### src/rtl/cptc_map.vh
`ifndef CPTC_MAP_VH
`define CPTC_MAP_VH
// ----------------------------------------
// Register map
// ----------------------------------------
`define CPTC_OFS_CTRL0        12'h0d4
`define CPTC_OFS_PROBE_STAT   12'h0d8
`define CPTC_OFS_LIMIT        12'h0dc
`define CPTC_OFS_PLL_STAT     12'h0e0
// ----------------------------------------
// Field positions
// ----------------------------------------
`define CPTC_BIT_OVR          18
`define CPTC_LOCK_HI          17
`define CPTC_LOCK_LO          16
`define CPTC_HOLD_HI          11
`define CPTC_HOLD_LO          8
`define CPTC_BIT_FEN          6
`define CPTC_CODE_HI          5
`define CPTC_CODE_LO          0
// Writable bits of the control register
`define CPTC_CTRL0_WMASK      32'h0007_0f7f
// ----------------------------------------
// Reset values
// ----------------------------------------
`define CPTC_RST_OVR          1'h0
`define CPTC_RST_LOCK         2'h0
`define CPTC_RST_HOLD         4'h0
`define CPTC_RST_FEN          1'h1
`define CPTC_RST_LIMIT        6'h00
// ----------------------------------------
// Timing
// ----------------------------------------
`define CPTC_CLK_MHZ          125
`define CPTC_LOCK_US_0        1
`define CPTC_LOCK_US_1        10
`define CPTC_LOCK_US_2        100
`define CPTC_LOCK_US_3        1000
`define CPTC_HOLD_UNIT_NS     320
`define CPTC_CLK_PERIOD_NS    8
`define CPTC_FREQ_STEP_MHZ    100
`define CPTC_FREQ_OFFSET      6'h08
`define CPTC_FREQ_DEFAULT_MHZ 13'h0640
`endif

### src/rtl/cptc_timer.v
`timescale 1ns/1ps
// ----------------------------------------
// Down counter with restart
// ----------------------------------------
module cptc_timer #(
  parameter WIDTH = 20
) (
  // Clock and reset
  input  wire             clock,
  input  wire             resetn,
  // Control
  input  wire             start,
  input  wire [WIDTH-1:0] load,
  // Status
  output wire             busy,
  output wire             done
);
  reg [WIDTH-1:0] count;
  reg             done_q;

  always @(posedge clock or negedge resetn) begin
    if (!resetn) begin
      count  <= {WIDTH{1'b0}};
      done_q <= 1'b0;
    end else if (start) begin
      count  <= load;
      done_q <= 1'b0;
    end else if (count != {WIDTH{1'b0}}) begin
      count  <= count - {{(WIDTH-1){1'b0}}, 1'b1};
      done_q <= (count == {{(WIDTH-1){1'b0}}, 1'b1});
    end else begin
      done_q <= 1'b0;
    end
  end

  assign busy = (count != {WIDTH{1'b0}});
  assign done = done_q;
endmodule // cptc_timer

### src/rtl/cptc_top.v
// How it works
// - Override bit set selects alternate per-state settings, clear selects legacy C1 byte.
// - Lock field 00/01/10/11 selects 1, 10, 100, 1000 us.
// - Frequency-changing reconnect waits until the selected lock time elapses.
// - Probe request during halt or stop-grant raises the core clock.
// - Each probe during halt or stop-grant restarts hysteresis; clock lowers after quiet full period.
// - Hysteresis period is 320 ns times one plus the field.
// - Frequency enable decides whether the code sets the PLL after reset.
// - Enable clear runs the PLL at 1.6 GHz regardless of code.
// - Code and enable writable anytime, applied only at next warm reset.
// - PLL frequency is 100 MHz times code plus 08h.
// - Zero limit means no limit; otherwise codes above limit clamp.
//
// Chosen here: the APB register port.
`timescale 1ns/1ps
`include "cptc_map.vh"
module cptc_top #(
  parameter [5:0] CODE_COLD_RESET = 6'h08,
  parameter       LOCK_WIDTH      = 17
) (
  // Clock and reset
  input  wire        clock,
  input  wire        resetn,
  input  wire        warm_resetn,
  // APB slave
  input  wire        psel,
  input  wire        penable,
  input  wire        pwrite,
  input  wire [11:0] paddr,
  input  wire [31:0] pwdata,
  output wire        pready,
  output reg  [31:0] prdata,
  output wire        pslverr,
  // Power state inputs from core
  input  wire        core_halt_or_stopgrant,
  input  wire        probe_request,
  input  wire [7:0]  legacy_c1_action,
  input  wire [2:0]  alt_state_core_divisor_in,
  input  wire        alt_state_alt_voltage_enable_in,
  input  wire        alt_state_memclk_tristate_in,
  input  wire        alt_state_dram_self_refresh_in,
  input  wire        alt_state_probe_enable_in,
  // Effective low-power settings
  output reg         c1_action_override_disable,
  output reg  [7:0]  c1_action_eff,
  output reg  [2:0]  alt_state_core_divisor,
  output reg         alt_state_alt_voltage_enable,
  output reg         alt_state_memclk_tristate,
  output reg         alt_state_dram_self_refresh,
  output reg         alt_state_probe_enable,
  // Link reconnect
  input  wire        reconnect_request,
  input  wire        link_freq_change,
  output reg         reconnect_go,
  output wire        link_pll_locking,
  // Core clock
  output reg         core_clock_raise,
  // Main PLL
  output reg  [5:0]  main_pll_code_applied,
  output reg  [12:0] main_pll_freq_mhz
);
  // ----------------------------------------
  // Input synchronisers
  // ----------------------------------------
  reg [1:0] sync_halt;
  reg [1:0] sync_probe;
  reg [1:0] sync_req;
  reg [1:0] sync_chg;
  reg [1:0] sync_warm;
  reg       probe_q;
  reg       req_q;
  wire      halt_s  = sync_halt[1];
  wire      probe_s = sync_probe[1];
  wire      req_s   = sync_req[1];
  wire      chg_s   = sync_chg[1];
  wire      warm_s  = sync_warm[1];
  wire      probe_evt = probe_s & ~probe_q;
  wire      req_evt   = req_s & ~req_q;

  always @(posedge clock or negedge resetn) begin
    if (!resetn) begin
      sync_halt  <= 2'h0;
      sync_probe <= 2'h0;
      sync_req   <= 2'h0;
      sync_chg   <= 2'h0;
      sync_warm  <= 2'h3;
      probe_q    <= 1'b0;
      req_q      <= 1'b0;
    end else begin
      sync_halt  <= {sync_halt[0], core_halt_or_stopgrant};
      sync_probe <= {sync_probe[0], probe_request};
      sync_req   <= {sync_req[0], reconnect_request};
      sync_chg   <= {sync_chg[0], link_freq_change};
      sync_warm  <= {sync_warm[0], warm_resetn};
      probe_q    <= probe_s;
      req_q      <= req_s;
    end
  end

  // ----------------------------------------
  // Register file
  // ----------------------------------------
  reg        ovr;
  reg [1:0]  lock_sel;
  reg [3:0]  hold_sel;
  reg        fen;
  reg [5:0]  code;
  reg [5:0]  code_limit;
  reg        warm_q;
  reg        code_loaded;
  wire       wr = psel & penable & pwrite;
  wire       hit_ctrl  = (paddr == `CPTC_OFS_CTRL0);
  wire       hit_limit = (paddr == `CPTC_OFS_LIMIT);
  wire       hit_pstat = (paddr == `CPTC_OFS_PROBE_STAT);
  wire       hit_pll   = (paddr == `CPTC_OFS_PLL_STAT);
  wire       mapped    = hit_ctrl | hit_limit | hit_pstat | hit_pll;
  wire [31:0] wmask_d  = pwdata & `CPTC_CTRL0_WMASK;

  assign pready  = 1'b1;
  assign pslverr = psel & penable & ~mapped;

  always @(posedge clock or negedge resetn) begin
    if (!resetn) begin
      ovr        <= `CPTC_RST_OVR;
      lock_sel   <= `CPTC_RST_LOCK;
      hold_sel   <= `CPTC_RST_HOLD;
      fen        <= `CPTC_RST_FEN;
      code       <= 6'h00;
      code_limit <= `CPTC_RST_LIMIT;
    end else begin
      if (wr && hit_ctrl) begin
        ovr      <= wmask_d[`CPTC_BIT_OVR];
        lock_sel <= wmask_d[`CPTC_LOCK_HI:`CPTC_LOCK_LO];
        hold_sel <= wmask_d[`CPTC_HOLD_HI:`CPTC_HOLD_LO];
        fen      <= wmask_d[`CPTC_BIT_FEN];
        code     <= wmask_d[`CPTC_CODE_HI:`CPTC_CODE_LO];
      end else if (!code_loaded) begin
        code     <= CODE_COLD_RESET;
      end
      if (wr && hit_limit) begin
        code_limit <= pwdata[`CPTC_CODE_HI:`CPTC_CODE_LO];
      end
    end
  end

  // ----------------------------------------
  // Cold-reset product code
  // ----------------------------------------
  always @(posedge clock or negedge resetn) begin
    if (!resetn) begin
      code_loaded <= 1'b0;
    end else begin
      code_loaded <= 1'b1;
    end
  end

  // ----------------------------------------
  // Read data
  // ----------------------------------------
  reg [31:0] rd_word;
  always @* begin
    rd_word = 32'h0000_0000;
    if (hit_ctrl) begin
      rd_word[`CPTC_BIT_OVR]                = ovr;
      rd_word[`CPTC_LOCK_HI:`CPTC_LOCK_LO] = lock_sel;
      rd_word[`CPTC_HOLD_HI:`CPTC_HOLD_LO] = hold_sel;
      rd_word[`CPTC_BIT_FEN]                = fen;
      rd_word[`CPTC_CODE_HI:`CPTC_CODE_LO] = code;
    end else if (hit_limit) begin
      rd_word[`CPTC_CODE_HI:`CPTC_CODE_LO] = code_limit;
    end else if (hit_pstat) begin
      rd_word[0] = core_clock_raise;
      rd_word[1] = link_pll_locking;
    end else if (hit_pll) begin
      rd_word[`CPTC_CODE_HI:`CPTC_CODE_LO] = main_pll_code_applied;
    end
  end

  always @(posedge clock or negedge resetn) begin
    if (!resetn) begin
      prdata <= 32'h0000_0000;
    end else if (psel && !penable && !pwrite) begin
      prdata <= rd_word;
    end
  end

  // ----------------------------------------
  // Low-power setting selection
  // ----------------------------------------
  always @(posedge clock or negedge resetn) begin
    if (!resetn) begin
      c1_action_override_disable   <= 1'b0;
      c1_action_eff                <= 8'h00;
      alt_state_core_divisor       <= 3'h0;
      alt_state_alt_voltage_enable <= 1'b0;
      alt_state_memclk_tristate    <= 1'b0;
      alt_state_dram_self_refresh  <= 1'b0;
      alt_state_probe_enable       <= 1'b0;
    end else begin
      c1_action_override_disable   <= ovr;
      c1_action_eff                <= ovr ? 8'h00 : legacy_c1_action;
      alt_state_core_divisor       <= ovr ? alt_state_core_divisor_in : 3'h0;
      alt_state_alt_voltage_enable <= ovr & alt_state_alt_voltage_enable_in;
      alt_state_memclk_tristate    <= ovr & alt_state_memclk_tristate_in;
      alt_state_dram_self_refresh  <= ovr & alt_state_dram_self_refresh_in;
      alt_state_probe_enable       <= ovr & alt_state_probe_enable_in;
    end
  end

  // ----------------------------------------
  // Link PLL lock delay
  // ----------------------------------------
  function [LOCK_WIDTH-1:0] lock_cycles;
    input [1:0]  sel;
    reg   [31:0] full;
    begin
      case (sel)
        2'h0:    full = `CPTC_LOCK_US_0 * `CPTC_CLK_MHZ;
        2'h1:    full = `CPTC_LOCK_US_1 * `CPTC_CLK_MHZ;
        2'h2:    full = `CPTC_LOCK_US_2 * `CPTC_CLK_MHZ;
        default: full = `CPTC_LOCK_US_3 * `CPTC_CLK_MHZ;
      endcase
      lock_cycles = full[LOCK_WIDTH-1:0];
    end
  endfunction

  // ----------------------------------------
  // Reconnect sequencer
  // ----------------------------------------
  localparam [2:0] RC_IDLE = 3'b001;
  localparam [2:0] RC_WAIT = 3'b010;
  localparam [2:0] RC_GO   = 3'b100;
  reg  [2:0] rc_state;
  reg  [2:0] next_rc_state;
  wire       lock_start = (rc_state == RC_IDLE) & req_evt & chg_s;
  wire       lock_done;

  // ----------------------------------------
  // Lock timer
  // ----------------------------------------
  cptc_timer #(.WIDTH(LOCK_WIDTH)) u_lock (
    .clock  (clock),
    .resetn (resetn),
    .start  (lock_start),
    .load   (lock_cycles(lock_sel)),
    .busy   (link_pll_locking),
    .done   (lock_done)
  );

  always @* begin
    next_rc_state = rc_state;
    case (rc_state)
      RC_IDLE: begin
        if (req_evt) begin
          next_rc_state = chg_s ? RC_WAIT : RC_GO;
        end
      end
      RC_WAIT: begin
        if (lock_done) begin
          next_rc_state = RC_GO;
        end
      end
      RC_GO:   next_rc_state = RC_IDLE;
      default: next_rc_state = RC_IDLE;
    endcase
  end

  always @(posedge clock or negedge resetn) begin
    if (!resetn) begin
      rc_state     <= RC_IDLE;
      reconnect_go <= 1'b0;
    end else begin
      rc_state     <= next_rc_state;
      reconnect_go <= (next_rc_state == RC_GO);
    end
  end

  // ----------------------------------------
  // Core clock hysteresis
  // ----------------------------------------
  function [9:0] hold_cycles;
    input [3:0]  sel;
    reg   [31:0] full;
    begin
      full        = ({28'h0, sel} + 32'h0000_0001) * (`CPTC_HOLD_UNIT_NS / `CPTC_CLK_PERIOD_NS);
      hold_cycles = full[9:0];
    end
  endfunction

  reg [9:0] hold_count;
  always @(posedge clock or negedge resetn) begin
    if (!resetn) begin
      hold_count       <= 10'h000;
      core_clock_raise <= 1'b0;
    end else if (probe_evt && halt_s) begin
      hold_count       <= hold_cycles(hold_sel);
      core_clock_raise <= 1'b1;
    end else if (hold_count > 10'h001) begin
      hold_count       <= hold_count - 10'h001;
    end else begin
      hold_count       <= 10'h000;
      core_clock_raise <= 1'b0;
    end
  end

  // ----------------------------------------
  // Main PLL frequency, taken at warm reset
  // ----------------------------------------
  function [5:0] clamp_code;
    input [5:0] c;
    input [5:0] lim;
    begin
      clamp_code = ((lim != 6'h00) && (c > lim)) ? lim : c;
    end
  endfunction

  function [12:0] pll_freq;
    input [5:0]  c;
    input        en;
    reg   [31:0] full;
    begin
      full     = ({26'h0, c} + {26'h0, `CPTC_FREQ_OFFSET}) * `CPTC_FREQ_STEP_MHZ;
      pll_freq = en ? full[12:0] : `CPTC_FREQ_DEFAULT_MHZ;
    end
  endfunction

  wire [5:0] code_src = code_loaded ? code : CODE_COLD_RESET;
  wire [5:0] code_eff = clamp_code(code_src, code_limit);

  // ----------------------------------------
  // Applied code and frequency
  // ----------------------------------------
  always @(posedge clock or negedge resetn) begin
    if (!resetn) begin
      warm_q                <= 1'b1;
      main_pll_code_applied <= 6'h00;
      main_pll_freq_mhz     <= `CPTC_FREQ_DEFAULT_MHZ;
    end else begin
      warm_q <= warm_s;
      if ((warm_s && !warm_q) || !code_loaded) begin
        main_pll_code_applied <= code_eff;
        main_pll_freq_mhz     <= pll_freq(code_eff, fen);
      end
    end
  end
endmodule // cptc_top

### config.mk
export PLATFORM = sky130hd
export DESIGN_NAME = cptc_top
export DESIGN_NICKNAME = d
export VERILOG_FILES = /design/src/rtl/cptc_timer.v /design/src/rtl/cptc_top.v
export VERILOG_INCLUDE_DIRS = /design/src /design/src/rtl
export SDC_FILE = /design/constraint.sdc
export NUM_CORES = 1
export LEC_CHECK = 0
export BUFFER_PORTS_ARGS = -buffer_cell sky130_fd_sc_hd__buf_4
export CAP_MARGIN = 30
export CORE_MARGIN = 8
export CORE_UTILIZATION = 58
export DETAILED_ROUTE_END_ITERATION = 10
export PLACE_DENSITY = 0.81
export SLEW_MARGIN = 0
export SYNTH_ARGS = -nofsm -noshare
export SYNTH_HDL_FRONTEND = slang
export SYNTH_SLANG_ARGS = --single-unit
### constraint.sdc
create_clock -name clock -period 9 [get_ports clock]
set_clock_uncertainty 0.1 [all_clocks]
set_input_delay 0.45 -clock clock [delete_from_list [all_inputs] [get_ports clock]]
set_output_delay 0.45 -clock clock [all_outputs]
set_load 0.005 [all_outputs]
Word-level counts from Yosys, hierarchy flattened
Cells that the tools add are included.

storage, ports and cells
  input bits = 69
  bits in registers = 116
  output and inout bits = 72
  word-level logic and storage cells = 110

cells by class
  bitwise gates (word level) = 17
  reductions and logical operators = 16
  equality and inequality tests = 11
  multipliers = 2
  multiplexer cells = 27
  add/sub/neg operators = 4
  magnitude comparators = 2

operators by type and width
  cell                   number
  $pmux 17 s3            1
  $eq 12x8->1 const B    4
  $mux 6                 6
  $mux 17                2
  $mux 10                2
  $eq 17x1->1 const B    1
  $reduce_bool 17->1     1
  $sub 17x1->17 const B  1
  $mux 3                 5
  $mux 13                1
  $and 1x1->1            11
  $mul 7x5->11 const B   1
  $gt 10x1->1 const B    1
  $sub 10x1->10 const B  1
  $mux 4                 2
  $mux 8                 1
  $add 6x4->7 const B    1
  $logic_and 1x1->1      7
  $mul 5x3->7 const B    1
  $gt 6x6->1             1
  $pmux 3 s2             1
  $reduce_bool 6->1      1
  $add 4x1->5 const B    1
  $mux 1                 5
  other kinds (13)       20

Logic depth before layout (Yosys ltp)
Gate-level depths: netlist (run 1).

  depth after elaboration = 7
  depth in mapped cells = 20
  depth with buffers taken out = 19

Hierarchy
From an unflattened synthesis (run 1), not the netlist that was laid out.

second synthesis, totals
  cells, all modules = 570
  area, all modules = 6074.6 sq um

modules (own cells, without submodules)
  module      times used  seq. area each (sq um)  area each (sq um)  cells each
  cptc_top    1           2412.3                  4974.8             461
  cptc_timer  1           450.4                   1099.8             109

Least setup slack after synthesis (run 1)
Ideal clock, no wire load.

  kind = reg2reg
  start point = reg code_loaded
  end point = reg main_pll_freq_mhz[12]
  setup time = 0.127 ns
  stages on the path, launching flop included = 21
  slack = 4.520 ns
  path buffers = 2
  arrival = 4.252 ns
  required time = 8.773 ns
  period minus slack after synthesis = 4.480 ns
  cell sequence = dfrtp_1 buf_2 and2_1 clkbuf_1 ha_1 and4_1 a41oi_1 o2111ai_2 mux2i_1 inv_1 ha_1 xor2_1 ha_1 inv_1 ha_1 ha_1 ha_1 a21oi_1 o21ai_0 xnor2_1 o21ai_0

between the ends
  word-level cells in the longest chain between the ends = 7
  elaborated cells on any way between the ends = 9
  classes of those cells = add/sub: 1; mul: 1; order compare: 1; mux: 3; reduce/logical: 3

RTL lines
  item                               RTL line        source
  start, declared                    cptc_top.v:110  reg code_loaded;
  start signal, assigned             cptc_top.v:151  code_loaded <= 1'b0;
  start signal, assigned             cptc_top.v:153  code_loaded <= 1'b1;
  $mux 6 (*)                         -
  $gt 6x6->1                         cptc_top.v:313  clamp_code = ((lim != 6'h00) && (c > lim)) ? lim : c;
  $logic_and 1x1->1                  cptc_top.v:313
  $mux 6 (*)                         cptc_top.v:313
  via code_eff[3]                    cptc_top.v:328  wire [5:0] code_eff = clamp_code(code_src, code_limit);
  $add 6x4->7 (*)                    cptc_top.v:322  full = ({26'h0, c} + {26'h0, `CPTC_FREQ_OFFSET}) * `CPTC_FREQ_STEP_MHZ;
  $mul 7x5->11 (no source line) (*)  -
  $mux 13 (no source line) (*)       -
  end signal, assigned               cptc_top.v:337  main_pll_freq_mhz <= `CPTC_FREQ_DEFAULT_MHZ;
  end signal, assigned               cptc_top.v:342  main_pll_freq_mhz <= pll_freq(code_eff, fen);
  end, declared                      cptc_top.v:60   output reg [12:0] main_pll_freq_mhz

Mark *: on every way through the listed nets, which the timed path passes. The rest lies on a longest branch.
A chain may end at the register's enable or synchronous reset.

Worst setup path after layout (run 1)
Same ends and word-level chain as after synthesis.

==> results of run 1 <==
==> Yosys cell counts, drive strengths merged, types with 2 or more instances <==
cell type / number
nor2: 36
nand4: 3
nor3: 15
xor2: 8
nand3: 7
mux2i: 10
a21o: 3
ha: 42
o21ai: 35
clkbuf: 9
conb: 2
o31ai: 9
or3: 5
nor4: 3
or4b: 2
buf: 28
dfrtp: 106
and4: 2
fa: 3
nor2b: 11
nor3b: 2
and2: 13
dfstp: 8
nand3b: 3
nor4b: 4
mux2: 14
or4: 3
nand2: 53
a31oi: 3
xnor2: 27
o22a: 2
o211ai: 2
nand2b: 4
a21oi: 23
o41ai: 2
or3b: 2
inv: 28
a22o: 9
or2: 2
o22ai: 2
==> flip-flops by register name, summed over array words and instances (netlist names), 4 cells and up <==
register               cells
u_lock.count              17
prdata                    14
main_pll_freq_mhz         11
hold_count                10
c1_action_eff              8
code                       6
code_limit                 6
main_pll_code_applied      6
hold_sel                   4
==> final cells by class <==
class                      instances  area (um^2)  area share [%]
multi-input combinational        398         2776           37.76
timing repair buffer             112        853.3           11.60
inverter                          28        105.1           1.429
clock inverter                    11        136.4           1.855
tap                              136        170.2           2.314
clock buffer                      21        449.2           6.109
sequential                       114         2863           38.93
==> critical path, delay by kind of cell, from the launching register on <==
kind,cells,cell delay [ns]
xor gates and xnor gates,1,0.16
DFF,1,0.51
buffers and inverters,3,0.31
adders and majority gates,5,1.76
muxes,1,0.51
AOI/OAI and AO/OA,6,1.19
and+or+nand+nor,2,0.50
==> metal layers <==
layer	vias to the layer above	wire length (um)	track usage [%]
met5	-	0	0
met4	0	382	9.300
met3	41	887	5.233
met2	169	7796	38.95
met1	2190	5632	26.39
li1	2117	-	-
==> stage by stage <==
| step | setup WS (ns) | util [%] | power, mW |
|---|---|---|---|
| floorplan | 4.520 | - | 0.8015 |
| global placement | 4.180 | 66.41 | 0.8615 |
| detailed placement | 4.055 | 66.46 | 0.8768 |
| CTS | 3.908 | 72.86 | 1.547 |
| global route | 3.616 | 72.86 | 1.604 |
| finish | 3.829 | 72.86 | 1.539 |
==> logic make-up (layout without fill, tap and decap cells) <==
family | count (synthesis) | after routing | share of synthesized area (%)
muxes | 24 | 24 | 4.369
xor gates and xnor gates | 35 | 35 | 5.196
DFF | 114 | 114 | 48.53
buffers and inverters | 65 | 172 | 5.684
adders and majority gates | 45 | 45 | 9.926
other | 2 | 22 | 0.1273
and+or+nand+nor | 172 | 172 | 15.29
AOI/OAI and AO/OA | 100 | 100 | 10.88
==> worst paths after layout <==
| check | start | endpoint | slack, ns | cells past startpoint |
|---|---|---|---|---|
| setup / recovery | code_loaded | main_pll_freq_mhz[12] | 3.83 | 18 |
| hold / removal | alt_state_core_divisor_in[0] | alt_state_core_divisor[0] | 0.04 | 2 |
| setup reg to reg | code_loaded | main_pll_freq_mhz[12] | 3.83 | 18 |
| hold reg to reg | sync_req[0] | sync_req[1] | 0.25 | 0 |
| max in group asynchronous | resetn | u_lock.count[7] | 7.15 | 3 |
| min in group asynchronous | resetn | prdata[8] | 0.38 | 2 |
==> power by group through the flow <==
stage	sequential, mW	clock, mW	combinational (mW)
detailed placement	0.641	0	0.235
CTS	0.634	0.670	0.243
floorplan	0.627	0	0.174
finish	0.636	0.661	0.242
global route	0.643	0.690	0.271
global placement	0.636	0	0.226
==> impl_metrics.xml, run 1 <==
<?xml version="1.0" encoding="UTF-8"?>
<metrics>
  <group name="synthesis">
    <metric name="seq_area_frac_synth" unit="%">48.53</metric>
    <metric name="async_reset_ff_share" unit="%">100.0</metric>
    <metric name="post_synth_instance_area" unit="mm^2">0.005899</metric>
    <metric name="top_post_synthesis_cells_by_area" unit="">sky130_fd_sc_hd__dfrtp_1 (45%), sky130_fd_sc_hd__ha_1 (8.9%), sky130_fd_sc_hd__xnor2_1 (4.0%), sky130_fd_sc_hd__dfstp_2 (3.6%), sky130_fd_sc_hd__nand2_1 (3.2%)</metric>
    <metric name="synth_top_area_share" unit="%">44.96</metric>
    <metric name="ys_seq_elements" unit="">114</metric>
    <metric name="synth-main-ff-cell" unit="">sky130_fd_sc_hd__dfrtp_1</metric>
    <metric name="synth-edff-count" unit="">0</metric>
    <metric name="synthCells" unit="">557</metric>
    <metric name="syn_avg_cell_area" unit="um^2">10.59</metric>
    <metric name="synthesis.yosys.warnings" unit="">0</metric>
    <metric name="post-synth-top-area-cell" unit="">sky130_fd_sc_hd__dfrtp_1</metric>
    <metric name="post_synth_num_cell_types" unit="">62</metric>
  </group>
  <group name="final_layout">
    <metric name="final_net_count" unit="">785</metric>
    <metric name="area_delta_synth_final" unit="%">24.64</metric>
    <metric name="fill_cells" unit="">733</metric>
    <metric name="stdcell_count" unit="">820</metric>
    <metric name="finish.instance_area" unit="mm^2">0.007353</metric>
    <metric name="antennaDiodeCount" unit="">0</metric>
    <metric name="layout-drive-gt1-share" unit="%">25.58</metric>
    <metric name="mostFrequentLayoutCell" unit="">sky130_fd_sc_hd__dfrtp_1</metric>
    <metric name="final_cell_mix" unit="">sky130_fd_sc_hd__dfrtp_1 (106), sky130_fd_sc_hd__buf_4 (105), sky130_fd_sc_hd__nand2_1 (51)</metric>
  </group>
  <group name="place">
    <metric name="dpl_cells" unit="">782</metric>
    <metric name="gp_routability_congestion" unit="">0.9044</metric>
    <metric name="quantity_of_i_o_buffers_inserted_on_ports" unit="">101</metric>
    <metric name="placed_area" unit="mm^2">0.006708</metric>
    <metric name="hpwlAfterDp" unit="mm">10.24</metric>
  </group>
  <group name="clock_tree">
    <metric name="clock_transition_at_the_registers_of_the_reported_paths" unit="ns">0.05</metric>
    <metric name="tritoncts_num_sinks" unit="">114</metric>
    <metric name="post_cts_hold_buffer_count" unit="">6</metric>
    <metric name="postCtsSetupRepairBufs" unit="">0</metric>
    <metric name="cts-root-buf" unit="">sky130_fd_sc_hd__clkbuf_8</metric>
    <metric name="cts_max_level" unit="">4</metric>
    <metric name="post_cts_resized" unit="">0</metric>
    <metric name="clock_tree.buffer_depth" unit="">2</metric>
    <metric name="tritoncts" unit="">yes</metric>
    <metric name="tritoncts.num_buffers" unit="">17</metric>
    <metric name="worstSkewPairLatency" unit="ns">0.52</metric>
  </group>
  <group name="sta">
    <metric name="post_layout_minimum_cycle_time" unit="ns">5.171</metric>
    <metric name="setup-tns-final" unit="ns">0</metric>
    <metric name="finalHoldViolations" unit="">0</metric>
    <metric name="max_freq" unit="GHz">0.1934</metric>
    <metric name="worst_hold_slack" unit="ns">0.04378</metric>
    <metric name="worst-slew-pin-transition" unit="ns">0.9124</metric>
    <metric name="setup_viol_count_final" unit="">0</metric>
    <metric name="grt_setup_unrepaired" unit="">false</metric>
    <metric name="final_min_period_over_clock_period" unit="%">57.46</metric>
    <metric name="timing.max_slew.rel_slack" unit="%">38.97</metric>
    <metric name="maxSlewViolCount" unit="">0</metric>
  </group>
  <group name="pwr">
    <metric name="power.internal" unit="mW">1.128</metric>
    <metric name="power.switching" unit="uW">410.7</metric>
    <metric name="power_switching_share" unit="%">26.68</metric>
    <metric name="peakVddDrop" unit="mV">0.1544</metric>
    <metric name="power.combinational.fraction" unit="%">15.7</metric>
    <metric name="leakage_power_of_the_design" unit="nW">3.668</metric>
    <metric name="clock_power_share" unit="%">43.0</metric>
    <metric name="seq_power_share" unit="%">41.3</metric>
    <metric name="power_density" unit="mW/mm^2">209.3</metric>
  </group>
  <group name="hold_path">
    <metric name="hold_class" unit="">in -&gt; reg</metric>
  </group>
  <group name="floorplan">
    <metric name="die_area" unit="mm^2">0.01366</metric>
    <metric name="floorplan.initialDensity" unit="%">58.46</metric>
    <metric name="core.rowCount" unit="">37</metric>
    <metric name="die_y" unit="um">116.9</metric>
    <metric name="fp.coreArea" unit="mm^2">0.01009</metric>
    <metric name="die-width" unit="um">116.9</metric>
    <metric name="io_pins" unit="">141</metric>
  </group>
  <group name="worst_setup_path">
    <metric name="timing.critical_path.cells" unit="">and2_1, ha_1, and4_1, a41oi_1, o2111ai_2, mux2i_1, inv_1, ha_1, ha_1, ha_1, inv_1, fa_1, inv_1, a21o_1, a21oi_1, o21ai_0, xnor2_1, o21ai_0</metric>
    <metric name="crit_fanout" unit="">9</metric>
    <metric name="worstPathArrival" unit="ns">5.47</metric>
    <metric name="worst_path_largest_cell_delay" unit="ns">0.51</metric>
    <metric name="critical_path_class" unit="">reg -&gt; reg</metric>
    <metric name="cell_mode_on_critical_path" unit="">sky130_fd_sc_hd__ha_1</metric>
    <metric name="worst_setup_path_end_kind" unit="">register</metric>
    <metric name="cp_slowest_cell" unit="">sky130_fd_sc_hd__dfrtp_1</metric>
    <metric name="worst-endpoint-required" unit="ns">9.30</metric>
    <metric name="critical_path_source_type" unit="">register</metric>
  </group>
  <group name="grt">
    <metric name="grt_start_max_net_pins" unit="">69</metric>
    <metric name="grt_usage" unit="%">22.49</metric>
    <metric name="via_count_of_the_first_global_routing_pass" unit="">4764</metric>
    <metric name="grt_antenna_before_repair" unit="">0</metric>
    <metric name="grt_overflow" unit="">0</metric>
    <metric name="grt_pass1_wl" unit="mm">23.40</metric>
  </group>
  <group name="detailed_routing">
    <metric name="via_per_inst" unit="">5.509</metric>
    <metric name="num_vias" unit="">4517</metric>
    <metric name="drt_wl_total" unit="mm">14.70</metric>
    <metric name="postRouteAntennaNets" unit="">0</metric>
    <metric name="drc" unit="">0</metric>
    <metric name="dr.first_iter.drc_count" unit="">272</metric>
    <metric name="drt_pass1_iterations" unit="">5</metric>
    <metric name="detail_routed_net_length_per_standard_cell" unit="um">17.93</metric>
  </group>
  <group name="job">
    <metric name="timing.max_cap.violations" unit="">0</metric>
  </group>
  <group name="run_status">
    <metric name="run_status" unit="">finished clean</metric>
  </group>
</metrics>
Note: power is estimated with default switching activity, not from simulation.
==> run 2, diff against run 1 <==
--- a/config.mk
+++ b/config.mk
@@ -6,12 +6,13 @@
 export SDC_FILE = /design/constraint.sdc
 export NUM_CORES = 1
 export LEC_CHECK = 0
+export ABC_AREA = 1
 export BUFFER_PORTS_ARGS = -buffer_cell sky130_fd_sc_hd__buf_4
 export CAP_MARGIN = 30
 export CORE_MARGIN = 8
-export CORE_UTILIZATION = 58
+export CORE_UTILIZATION = 49
 export DETAILED_ROUTE_END_ITERATION = 10
-export PLACE_DENSITY = 0.81
+export PLACE_DENSITY = 0.72
 export SLEW_MARGIN = 0
 export SYNTH_ARGS = -nofsm -noshare
 export SYNTH_HDL_FRONTEND = slang
==> constraint.sdc (replaced) <==
create_clock -name clock -period 4.6 [get_ports clock]
set_clock_uncertainty 0.1 [all_clocks]
set_input_delay 0.23 -clock clock [delete_from_list [all_inputs] [get_ports clock]]
set_output_delay 0.23 -clock clock [all_outputs]
set_load 0.005 [all_outputs]
==> impl_metrics.xml, run 2 <==
<?xml version="1.0" encoding="UTF-8"?>
<metrics>
  <group name="floorplan">
    <metric name="core.rowCount" unit="">41</metric>
    <metric name="die_area" unit="mm^2">0.01650</metric>
    <metric name="die-width" unit="um">128.5</metric>
    <metric name="die_y" unit="um">128.5</metric>
    <metric name="io_pins" unit="">141</metric>
    <metric name="fp.coreArea" unit="mm^2">0.01247</metric>
    <metric name="floorplan.initialDensity" unit="%">49.72</metric>
  </group>
  <group name="detailed_routing">
    <metric name="drc" unit="">0</metric>
    <metric name="postRouteAntennaNets" unit="">0</metric>
    <metric name="drt_pass1_iterations" unit="">5</metric>
    <metric name="detail_routed_net_length_per_standard_cell" unit="um">15.02</metric>
    <metric name="dr.first_iter.drc_count" unit="">309</metric>
    <metric name="via_per_inst" unit="">5.016</metric>
    <metric name="drt_wl_total" unit="mm">15.70</metric>
    <metric name="num_vias" unit="">5242</metric>
  </group>
  <group name="final_layout">
    <metric name="final_net_count" unit="">974</metric>
    <metric name="largest_register" unit="">u_lock.count</metric>
    <metric name="area_delta_synth_final" unit="%">29.15</metric>
    <metric name="mostFrequentLayoutCell" unit="">sky130_fd_sc_hd__nand2_1</metric>
    <metric name="stdcell_count" unit="">1045</metric>
    <metric name="final_cell_mix" unit="">sky130_fd_sc_hd__nand2_1 (172), sky130_fd_sc_hd__buf_4 (107), sky130_fd_sc_hd__dfrtp_1 (106)</metric>
    <metric name="antennaDiodeCount" unit="">0</metric>
    <metric name="layout-drive-gt1-share" unit="%">19.93</metric>
    <metric name="largest_register_ffs" unit="">17</metric>
    <metric name="final_core_utilization" unit="%">64.22</metric>
    <metric name="reg.largest.list" unit="">u_lock.count: 17 flops, prdata: 14 flops, main_pll_freq_mhz: 11 flops</metric>
  </group>
  <group name="synthesis">
    <metric name="seq_area_frac_synth" unit="%">46.18</metric>
    <metric name="post_synth_num_cell_types" unit="">47</metric>
    <metric name="post-synth-top-area-cell" unit="">sky130_fd_sc_hd__dfrtp_1</metric>
    <metric name="synthCells" unit="">714</metric>
    <metric name="synth-main-ff-cell" unit="">sky130_fd_sc_hd__dfrtp_1</metric>
    <metric name="top_post_synthesis_cells_by_area" unit="">sky130_fd_sc_hd__dfrtp_1 (43%), sky130_fd_sc_hd__nand2_1 (10%), sky130_fd_sc_hd__ha_1 (8.5%), sky130_fd_sc_hd__inv_1 (5.5%), sky130_fd_sc_hd__nor2_1 (3.8%)</metric>
    <metric name="ys_seq_elements" unit="">114</metric>
    <metric name="yosysMostFrequentCell" unit="">sky130_fd_sc_hd__nand2_1</metric>
    <metric name="synthesis.yosys.warnings" unit="">0</metric>
    <metric name="post_synth_instance_area" unit="mm^2">0.006198</metric>
    <metric name="async_reset_ff_share" unit="%">100.0</metric>
    <metric name="synth_top_area_share" unit="%">42.79</metric>
    <metric name="post_synth_most_frequent_cells" unit="">sky130_fd_sc_hd__nand2_1 (172), sky130_fd_sc_hd__dfrtp_1 (106), sky130_fd_sc_hd__inv_1 (90), sky130_fd_sc_hd__nor2_1 (62), sky130_fd_sc_hd__ha_1 (42)</metric>
    <metric name="synth-edff-count" unit="">0</metric>
    <metric name="syn_avg_cell_area" unit="um^2">8.681</metric>
  </group>
  <group name="clock_tree">
    <metric name="tritoncts.num_buffers" unit="">17</metric>
    <metric name="cts_max_level" unit="">4</metric>
    <metric name="cts-root-buf" unit="">sky130_fd_sc_hd__clkbuf_16</metric>
    <metric name="worstSkewPairLatency" unit="ns">0.41</metric>
    <metric name="clock_transition_at_the_registers_of_the_reported_paths" unit="ns">0.05</metric>
    <metric name="tritoncts" unit="">yes</metric>
    <metric name="tritoncts_num_sinks" unit="">114</metric>
    <metric name="clock_tree.buffer_depth" unit="">2</metric>
  </group>
  <group name="worst_setup_path">
    <metric name="worst-r2r-setup-slack" unit="ns">0.38</metric>
    <metric name="crit_end" unit="">main_pll_freq_mhz[11]</metric>
    <metric name="number_of_cell_instances_on_the_worst_register_to_register_path" unit="">23</metric>
    <metric name="critical_path.reg2reg.endpoint" unit="">main_pll_freq_mhz[11]</metric>
    <metric name="critical_path_source_type" unit="">register</metric>
    <metric name="worst-endpoint-required" unit="ns">4.78</metric>
    <metric name="rr_startpoint" unit="">code_loaded</metric>
    <metric name="worst_setup_path_end_kind" unit="">register</metric>
    <metric name="critical_path.startpoint" unit="">code_loaded</metric>
    <metric name="crit_fanout" unit="">9</metric>
    <metric name="worstPathArrival" unit="ns">4.40</metric>
    <metric name="critical_path_class" unit="">reg -&gt; reg</metric>
  </group>
  <group name="hold_path">
    <metric name="hold_class" unit="">in -&gt; reg</metric>
  </group>
  <group name="sta">
    <metric name="post_layout_minimum_cycle_time" unit="ns">4.220</metric>
    <metric name="grt_setup_unrepaired" unit="">false</metric>
    <metric name="setup_viol_count_final" unit="">0</metric>
    <metric name="worst-slew-pin-transition" unit="ns">0.8089</metric>
    <metric name="setup-tns-final" unit="ns">0</metric>
    <metric name="max_freq" unit="GHz">0.2370</metric>
    <metric name="timing.max_slew.rel_slack" unit="%">45.87</metric>
    <metric name="final_min_period_over_clock_period" unit="%">91.73</metric>
    <metric name="finalHoldViolations" unit="">0</metric>
    <metric name="maxSlewViolCount" unit="">0</metric>
  </group>
  <group name="grt">
    <metric name="grt_overflow" unit="">0</metric>
    <metric name="grt_util_met1" unit="%">22.85</metric>
    <metric name="top_usage_layer" unit="">met2</metric>
    <metric name="grt_usage" unit="%">19.83</metric>
    <metric name="grt_start_max_net_pins" unit="">75</metric>
    <metric name="via_count_of_the_first_global_routing_pass" unit="">5359</metric>
    <metric name="grt_antenna_before_repair" unit="">0</metric>
    <metric name="use_met2" unit="%">33.64</metric>
    <metric name="grtUsageMet3" unit="%">6.165</metric>
    <metric name="grt_pass1_wl" unit="mm">25.68</metric>
  </group>
  <group name="place">
    <metric name="dpl_cells" unit="">978</metric>
    <metric name="quantity_of_i_o_buffers_inserted_on_ports" unit="">101</metric>
    <metric name="hpwlAfterDp" unit="mm">11.40</metric>
    <metric name="gp_routability_congestion" unit="">0.9057</metric>
  </group>
  <group name="run_status">
    <metric name="run_status" unit="">finished clean</metric>
  </group>
  <group name="job">
    <metric name="timing.max_cap.violations" unit="">0</metric>
  </group>
  <group name="pwr">
    <metric name="peakVddDrop" unit="mV">0.2490</metric>
    <metric name="leakage_power_of_the_design" unit="nW">4.251</metric>
    <metric name="power_density" unit="mW/mm^2">375.5</metric>
  </group>
</metrics>
==> run 2: report_power, final <==
| group | internal, mW | switching [mW] |
|---|---|---|
| clock | 0.834 | 0.425 |
| sequential | 1.12 | 0.0843 |
| combinational | 0.230 | 0.313 |
==> run 2: what timing repair did <==
action / in CTS / in global routing
buffers inserted: 0 / 2
hold endpoints to repair: 105 / 0
resized for setup: 0 / 3
hold buffers: 32 / 0
setup endpoints to repair: 0 / 2
==> run 2: area by class of cell <==
class | count | area [um^2]
multi-input cells | 494 | 2858
repair buffers | 140 | 1151
clock inverters | 6 | 80.08
clock buffers | 26 | 489.2
inverters | 93 | 349.1
flip-flops and latches | 114 | 2863
well taps | 172 | 215.2
fillers | 1030 | 4461
==> run 2: routing by layer <==
layer	up-vias	part of all wire, %
met5	-	0
met4	0	1.7
met3	26	5.5
met2	132	52
met1	2537	41
li1	2547	-
==> run 2: kinds of logic (layout without fill, tap and decap cells) <==
kind of cell,after synthesis,after routing,synth area share [%]
AND/OR/NAND/NOR,315,315,22.37
buffers and inverters,126,265,9.164
flip-flops,114,114,46.18
AO/OA/AOI/OAI,80,80,7.388
adder cells (fa/ha/maj),45,45,9.447
XOR/XNOR,24,24,3.391
multiplexers,8,8,1.938
other,2,22,0.1212
==> run 2: worst min-delay path by stage <==
stage                        startpoint                            to  cells past startpoint
after floorplan                  resetn  alt_state_alt_voltage_enable                      0
after global placement     sync_halt[0]                  sync_halt[1]                      0
after detailed placement  sync_probe[0]                 sync_probe[1]                      0
after CTS                     pwdata[1]                       code[1]                      3
after global routing          pwdata[1]                       code[1]                      3
final                         pwdata[1]                       code[1]                      3
==> run 2: worst max-delay path: stages (launching register included) <==
cell	delay, ns
sky130_fd_sc_hd__dfrtp_1	0.37
sky130_fd_sc_hd__buf_4	0.18
sky130_fd_sc_hd__nand2_1	0.10
sky130_fd_sc_hd__inv_1	0.06
sky130_fd_sc_hd__ha_1	0.28
sky130_fd_sc_hd__nand2_1	0.06
sky130_fd_sc_hd__inv_1	0.06
sky130_fd_sc_hd__nand4_1	0.11
sky130_fd_sc_hd__nor2_2	0.16
sky130_fd_sc_hd__nor2_4	0.08
sky130_fd_sc_hd__nand2_4	0.14
sky130_fd_sc_hd__nand2_1	0.09
sky130_fd_sc_hd__and2_1	0.15
sky130_fd_sc_hd__ha_1	0.27
sky130_fd_sc_hd__ha_1	0.32
sky130_fd_sc_hd__fa_1	0.57
sky130_fd_sc_hd__ha_4	0.23
sky130_fd_sc_hd__a21oi_1	0.14
sky130_fd_sc_hd__nand2_1	0.09
sky130_fd_sc_hd__nand2_1	0.08
sky130_fd_sc_hd__nand2_1	0.05
sky130_fd_sc_hd__a21oi_1	0.15
sky130_fd_sc_hd__xor2_1	0.16
sky130_fd_sc_hd__o21ai_0	0.09
==> run 2: through the flow <==
step	setup WS, ns	cell area, um^2	power [mW]	hold WS [ns]
after floorplan	0.6078	6274	1.577	-0.1656
after global placement	0.4316	7058	1.711	0.2353
after detailed placement	0.3424	7058	1.732	0.2347
after CTS	0.2489	7948	3.027	0.01112
after global routing	0.07076	8005	3.166	0.01502
final	0.3804	8005	3.006	0.02666
==> run 3, diff against run 2 <==
--- a/config.mk
+++ b/config.mk
@@ -9,11 +9,13 @@
 export ABC_AREA = 1
 export BUFFER_PORTS_ARGS = -buffer_cell sky130_fd_sc_hd__buf_4
 export CAP_MARGIN = 30
+export CORE_ASPECT_RATIO = 0.5
 export CORE_MARGIN = 8
-export CORE_UTILIZATION = 49
+export CORE_UTILIZATION = 50
 export DETAILED_ROUTE_END_ITERATION = 10
-export PLACE_DENSITY = 0.72
+export PLACE_DENSITY = 0.73
 export SLEW_MARGIN = 0
 export SYNTH_ARGS = -nofsm -noshare
 export SYNTH_HDL_FRONTEND = slang
+export SYNTH_HIERARCHICAL = 1
 export SYNTH_SLANG_ARGS = --single-unit
==> impl_metrics.xml, run 3 <==
<?xml version="1.0" encoding="UTF-8"?>
<metrics>
  <group name="floorplan">
    <metric name="floorplan.initialDensity" unit="%">50.88</metric>
    <metric name="io_pins" unit="">141</metric>
    <metric name="core.rowCount" unit="">29</metric>
    <metric name="die_y" unit="um">95.92</metric>
    <metric name="die-width" unit="um">175.8</metric>
    <metric name="die_area" unit="mm^2">0.01687</metric>
    <metric name="fp.coreArea" unit="mm^2">0.01255</metric>
  </group>
  <group name="detailed_routing">
    <metric name="via_per_inst" unit="">5.008</metric>
    <metric name="postRouteAntennaNets" unit="">0</metric>
    <metric name="drt_wl_total" unit="mm">16.11</metric>
    <metric name="drc" unit="">0</metric>
    <metric name="detail_routed_net_length_per_standard_cell" unit="um">14.85</metric>
    <metric name="dr.first_iter.drc_count" unit="">325</metric>
    <metric name="num_vias" unit="">5434</metric>
    <metric name="drt_pass1_iterations" unit="">6</metric>
  </group>
  <group name="synthesis">
    <metric name="synthesis.yosys.warnings" unit="">6</metric>
    <metric name="yosysMostFrequentCell" unit="">sky130_fd_sc_hd__nand2_1</metric>
    <metric name="syn_avg_cell_area" unit="um^2">8.460</metric>
    <metric name="async_reset_ff_share" unit="%">100.0</metric>
    <metric name="synth_compound_gate_area_share" unit="%">6.543</metric>
    <metric name="post-synth-top-area-cell" unit="">sky130_fd_sc_hd__dfrtp_1</metric>
    <metric name="synth-main-ff-cell" unit="">sky130_fd_sc_hd__dfrtp_1</metric>
    <metric name="ys_seq_elements" unit="">114</metric>
    <metric name="synth-edff-count" unit="">0</metric>
    <metric name="post_synth_instance_area" unit="mm^2">0.006387</metric>
    <metric name="synthCells" unit="">755</metric>
    <metric name="synth_xor_xnor_area_share" unit="%">2.194</metric>
    <metric name="synthSimpleGateAreaFrac" unit="%">26.01</metric>
    <metric name="synth_area_in_adders" unit="%">8.972</metric>
    <metric name="post_synth_most_frequent_cells" unit="">sky130_fd_sc_hd__nand2_1 (215), sky130_fd_sc_hd__dfrtp_1 (106), sky130_fd_sc_hd__inv_1 (92), sky130_fd_sc_hd__nor2_1 (58), sky130_fd_sc_hd__nand3_1 (49)</metric>
    <metric name="synth_top_area_share" unit="%">41.53</metric>
    <metric name="seq_area_frac_synth" unit="%">44.82</metric>
    <metric name="top_post_synthesis_cells_by_area" unit="">sky130_fd_sc_hd__dfrtp_1 (42%), sky130_fd_sc_hd__nand2_1 (13%), sky130_fd_sc_hd__ha_1 (8.0%), sky130_fd_sc_hd__inv_1 (5.4%), sky130_fd_sc_hd__nand3_1 (3.8%)</metric>
    <metric name="muxShareOfSynthArea" unit="%">1.881</metric>
    <metric name="combinational_family_with_the_most_area_after_synthesis" unit="">simple AND/OR/NAND/NOR gates</metric>
    <metric name="post_synth_num_cell_types" unit="">50</metric>
  </group>
  <group name="grt">
    <metric name="grt_overflow" unit="">0</metric>
    <metric name="grt_pass1_wl" unit="mm">26.59</metric>
    <metric name="grt_usage" unit="%">19.65</metric>
    <metric name="via_count_of_the_first_global_routing_pass" unit="">5589</metric>
    <metric name="grt_antenna_before_repair" unit="">0</metric>
    <metric name="grt_start_max_net_pins" unit="">68</metric>
  </group>
  <group name="worst_setup_path">
    <metric name="crit_fanout" unit="">9</metric>
    <metric name="cp_slowest_cell" unit="">sky130_fd_sc_hd__fa_1</metric>
    <metric name="crit_end" unit="">main_pll_freq_mhz[11]</metric>
    <metric name="critical_path_depth" unit="">25</metric>
    <metric name="crit_family" unit="">adder cells</metric>
    <metric name="number_of_cell_instances_on_the_worst_register_to_register_path" unit="">25</metric>
    <metric name="critical_path_source_type" unit="">register</metric>
    <metric name="critical_path_class" unit="">reg -&gt; reg</metric>
    <metric name="worst_path_largest_cell_delay" unit="ns">0.46</metric>
    <metric name="worst_setup_path_end_kind" unit="">register</metric>
    <metric name="worstPathArrival" unit="ns">4.49</metric>
    <metric name="worst-r2r-setup-slack" unit="ns">0.31</metric>
    <metric name="critical_path.startpoint" unit="">code_loaded</metric>
    <metric name="cell_mode_on_critical_path" unit="">sky130_fd_sc_hd__nand2_1</metric>
    <metric name="worst-endpoint-required" unit="ns">4.81</metric>
    <metric name="cp.buffers_inverters" unit="">3</metric>
    <metric name="critical_path.reg2reg.endpoint" unit="">main_pll_freq_mhz[11]</metric>
    <metric name="rr_startpoint" unit="">code_loaded</metric>
  </group>
  <group name="place">
    <metric name="gp_routability_congestion" unit="">0.8721</metric>
    <metric name="quantity_of_i_o_buffers_inserted_on_ports" unit="">101</metric>
    <metric name="dpl_cells" unit="">1019</metric>
    <metric name="hpwlAfterDp" unit="mm">11.22</metric>
  </group>
  <group name="clock_tree">
    <metric name="worstSkewPairLatency" unit="ns">0.41</metric>
    <metric name="cts-root-buf" unit="">sky130_fd_sc_hd__clkbuf_16</metric>
    <metric name="clock_tree.buffer_depth" unit="">2</metric>
    <metric name="clock_transition_at_the_registers_of_the_reported_paths" unit="ns">0.06</metric>
    <metric name="tritoncts.num_buffers" unit="">17</metric>
    <metric name="tritoncts_num_sinks" unit="">114</metric>
    <metric name="tritoncts" unit="">yes</metric>
    <metric name="cts_max_level" unit="">4</metric>
  </group>
  <group name="sta">
    <metric name="worst-slew-pin-transition" unit="ns">0.8582</metric>
    <metric name="grt_setup_unrepaired" unit="">false</metric>
    <metric name="post_layout_minimum_cycle_time" unit="ns">4.287</metric>
    <metric name="finalHoldViolations" unit="">0</metric>
    <metric name="timing.max_slew.rel_slack" unit="%">42.78</metric>
    <metric name="setup-tns-final" unit="ns">0</metric>
    <metric name="final_min_period_over_clock_period" unit="%">93.20</metric>
    <metric name="max_freq" unit="GHz">0.2332</metric>
    <metric name="maxSlewViolCount" unit="">0</metric>
    <metric name="setup_viol_count_final" unit="">0</metric>
  </group>
  <group name="final_layout">
    <metric name="area_delta_synth_final" unit="%">28.99</metric>
    <metric name="largest_register" unit="">u_lock/count</metric>
    <metric name="mostFrequentLayoutCell" unit="">sky130_fd_sc_hd__nand2_1</metric>
    <metric name="layout-drive-gt1-share" unit="%">21.33</metric>
    <metric name="stdcell_count" unit="">1085</metric>
    <metric name="largest_register_ffs" unit="">17</metric>
    <metric name="reg.largest.list" unit="">u_lock/count: 17 flops, prdata: 14 flops, main_pll_freq_mhz: 11 flops</metric>
    <metric name="final_cell_mix" unit="">sky130_fd_sc_hd__nand2_1 (215), sky130_fd_sc_hd__dfrtp_1 (106), sky130_fd_sc_hd__buf_4 (106)</metric>
    <metric name="final_net_count" unit="">1014</metric>
  </group>
  <group name="job">
    <metric name="timing.max_cap.violations" unit="">0</metric>
  </group>
  <group name="pwr">
    <metric name="power.internal" unit="mW">2.370</metric>
    <metric name="clock_power_share" unit="%">44.4</metric>
    <metric name="peakVddDrop" unit="mV">0.2698</metric>
    <metric name="power_switching_share" unit="%">28.68</metric>
    <metric name="leakage_power_of_the_design" unit="nW">4.374</metric>
    <metric name="seq_power_share" unit="%">36.7</metric>
    <metric name="power.switching" unit="uW">952.9</metric>
    <metric name="power_density" unit="mW/mm^2">403.2</metric>
    <metric name="power.combinational.fraction" unit="%">18.9</metric>
  </group>
  <group name="run_status">
    <metric name="run_status" unit="">finished clean</metric>
  </group>
  <group name="hold_path">
    <metric name="hold_class" unit="">in -&gt; reg</metric>
  </group>
</metrics>
run 3: cell count changes in the layout (fill, tap and decap cells not counted), moves of 10 or more:
cell | previous run | this run
sky130_fd_sc_hd__a21oi_2 | 1 | 11
sky130_fd_sc_hd__nand2_1 | 172 | 215
sky130_fd_sc_hd__o21ai_0 | 35 | 24
sky130_fd_sc_hd__nand3_1 | 35 | 49
sky130_fd_sc_hd__a21oi_1 | 20 | 6
run 3: repair_timing:
action                     in CTS  in global routing
resized for setup               0                  3
buffers inserted                0                  0
hold endpoints to repair       94                  0
hold buffers                   33                  0
setup endpoints to repair       0                  2
run 3: worst min-delay path by stage:
stage                                   end  slack [ns]     startpoint  cells after the start
4_1_cts                             code[1]       0.007      pwdata[1]                      3
3_3_place_gp                    sync_req[1]        0.23    sync_req[0]                      0
2_1_floorplan  alt_state_alt_voltage_enable       -0.17         resetn                      0
3_5_place_dp                  sync_probe[1]        0.24  sync_probe[0]                      0
5_1_grt                             code[1]        0.06      pwdata[1]                      3
6_report                            code[1]        0.02      pwdata[1]                      3
run 3: worst register-to-register path: cells and delay by family (launching register included):
family                     cells  cell delay, ns
and+or+nand+nor               17            1.70
buffers and inverters          3            0.28
adders and majority gates      5            1.71
DFF                            1            0.39
run 3: stage by stage:
step	worst slack (ns)	util (%)	area, um^2	hold WS [ns]	total power, mW
2_1_floorplan	0.5227	-	6474	-0.1656	1.666
3_3_place_gp	0.3690	57.66	7239	0.2327	1.807
3_5_place_dp	0.3024	57.66	7239	0.2358	1.828
4_1_cts	0.2665	65.56	8230	0.006960	3.336
5_1_grt	0.01768	65.61	8237	0.05748	3.488
6_report	0.3126	65.63	8239	0.01974	3.322
run 3: cell families (layout without fill, tap and decap cells):
group | count (synthesis) | in the layout
other cells | 2 | 26
xor+xnor | 16 | 16
fa+ha+maj | 44 | 44
simple gates | 374 | 374
buf+inv | 130 | 266
mux | 8 | 8
flops | 114 | 114
compound gates | 67 | 67
run 3: power by group through the flow:
stage / logic, mW / clock network, mW / registers [mW]
after floorplan: 0.455 / 0 / 1.21
after global placement: 0.578 / 0 / 1.23
after detailed placement: 0.596 / 0 / 1.23
after CTS: 0.624 / 1.49 / 1.22
after global routing: 0.719 / 1.53 / 1.24
final: 0.630 / 1.47 / 1.22
run 3: per-layer routing:
metal	track usage, %	part of all wire [%]
met5	0	0
met4	9.460	2.9
met3	3.994	5.0
met2	36.24	52
met1	21.98	40
run 3: final cells by class:
cell class	instances	area, um^2
Timing Repair Buffer	139	1126
Sequential cell	114	2863
Clock buffer	20	456.7
Clock inverter	12	203.9
Multi-Input combinational cell	534	3013
Tap cell	170	212.7
Fill cell	993	4315
Antenna cell	1	2.502
Inverter	95	361.6
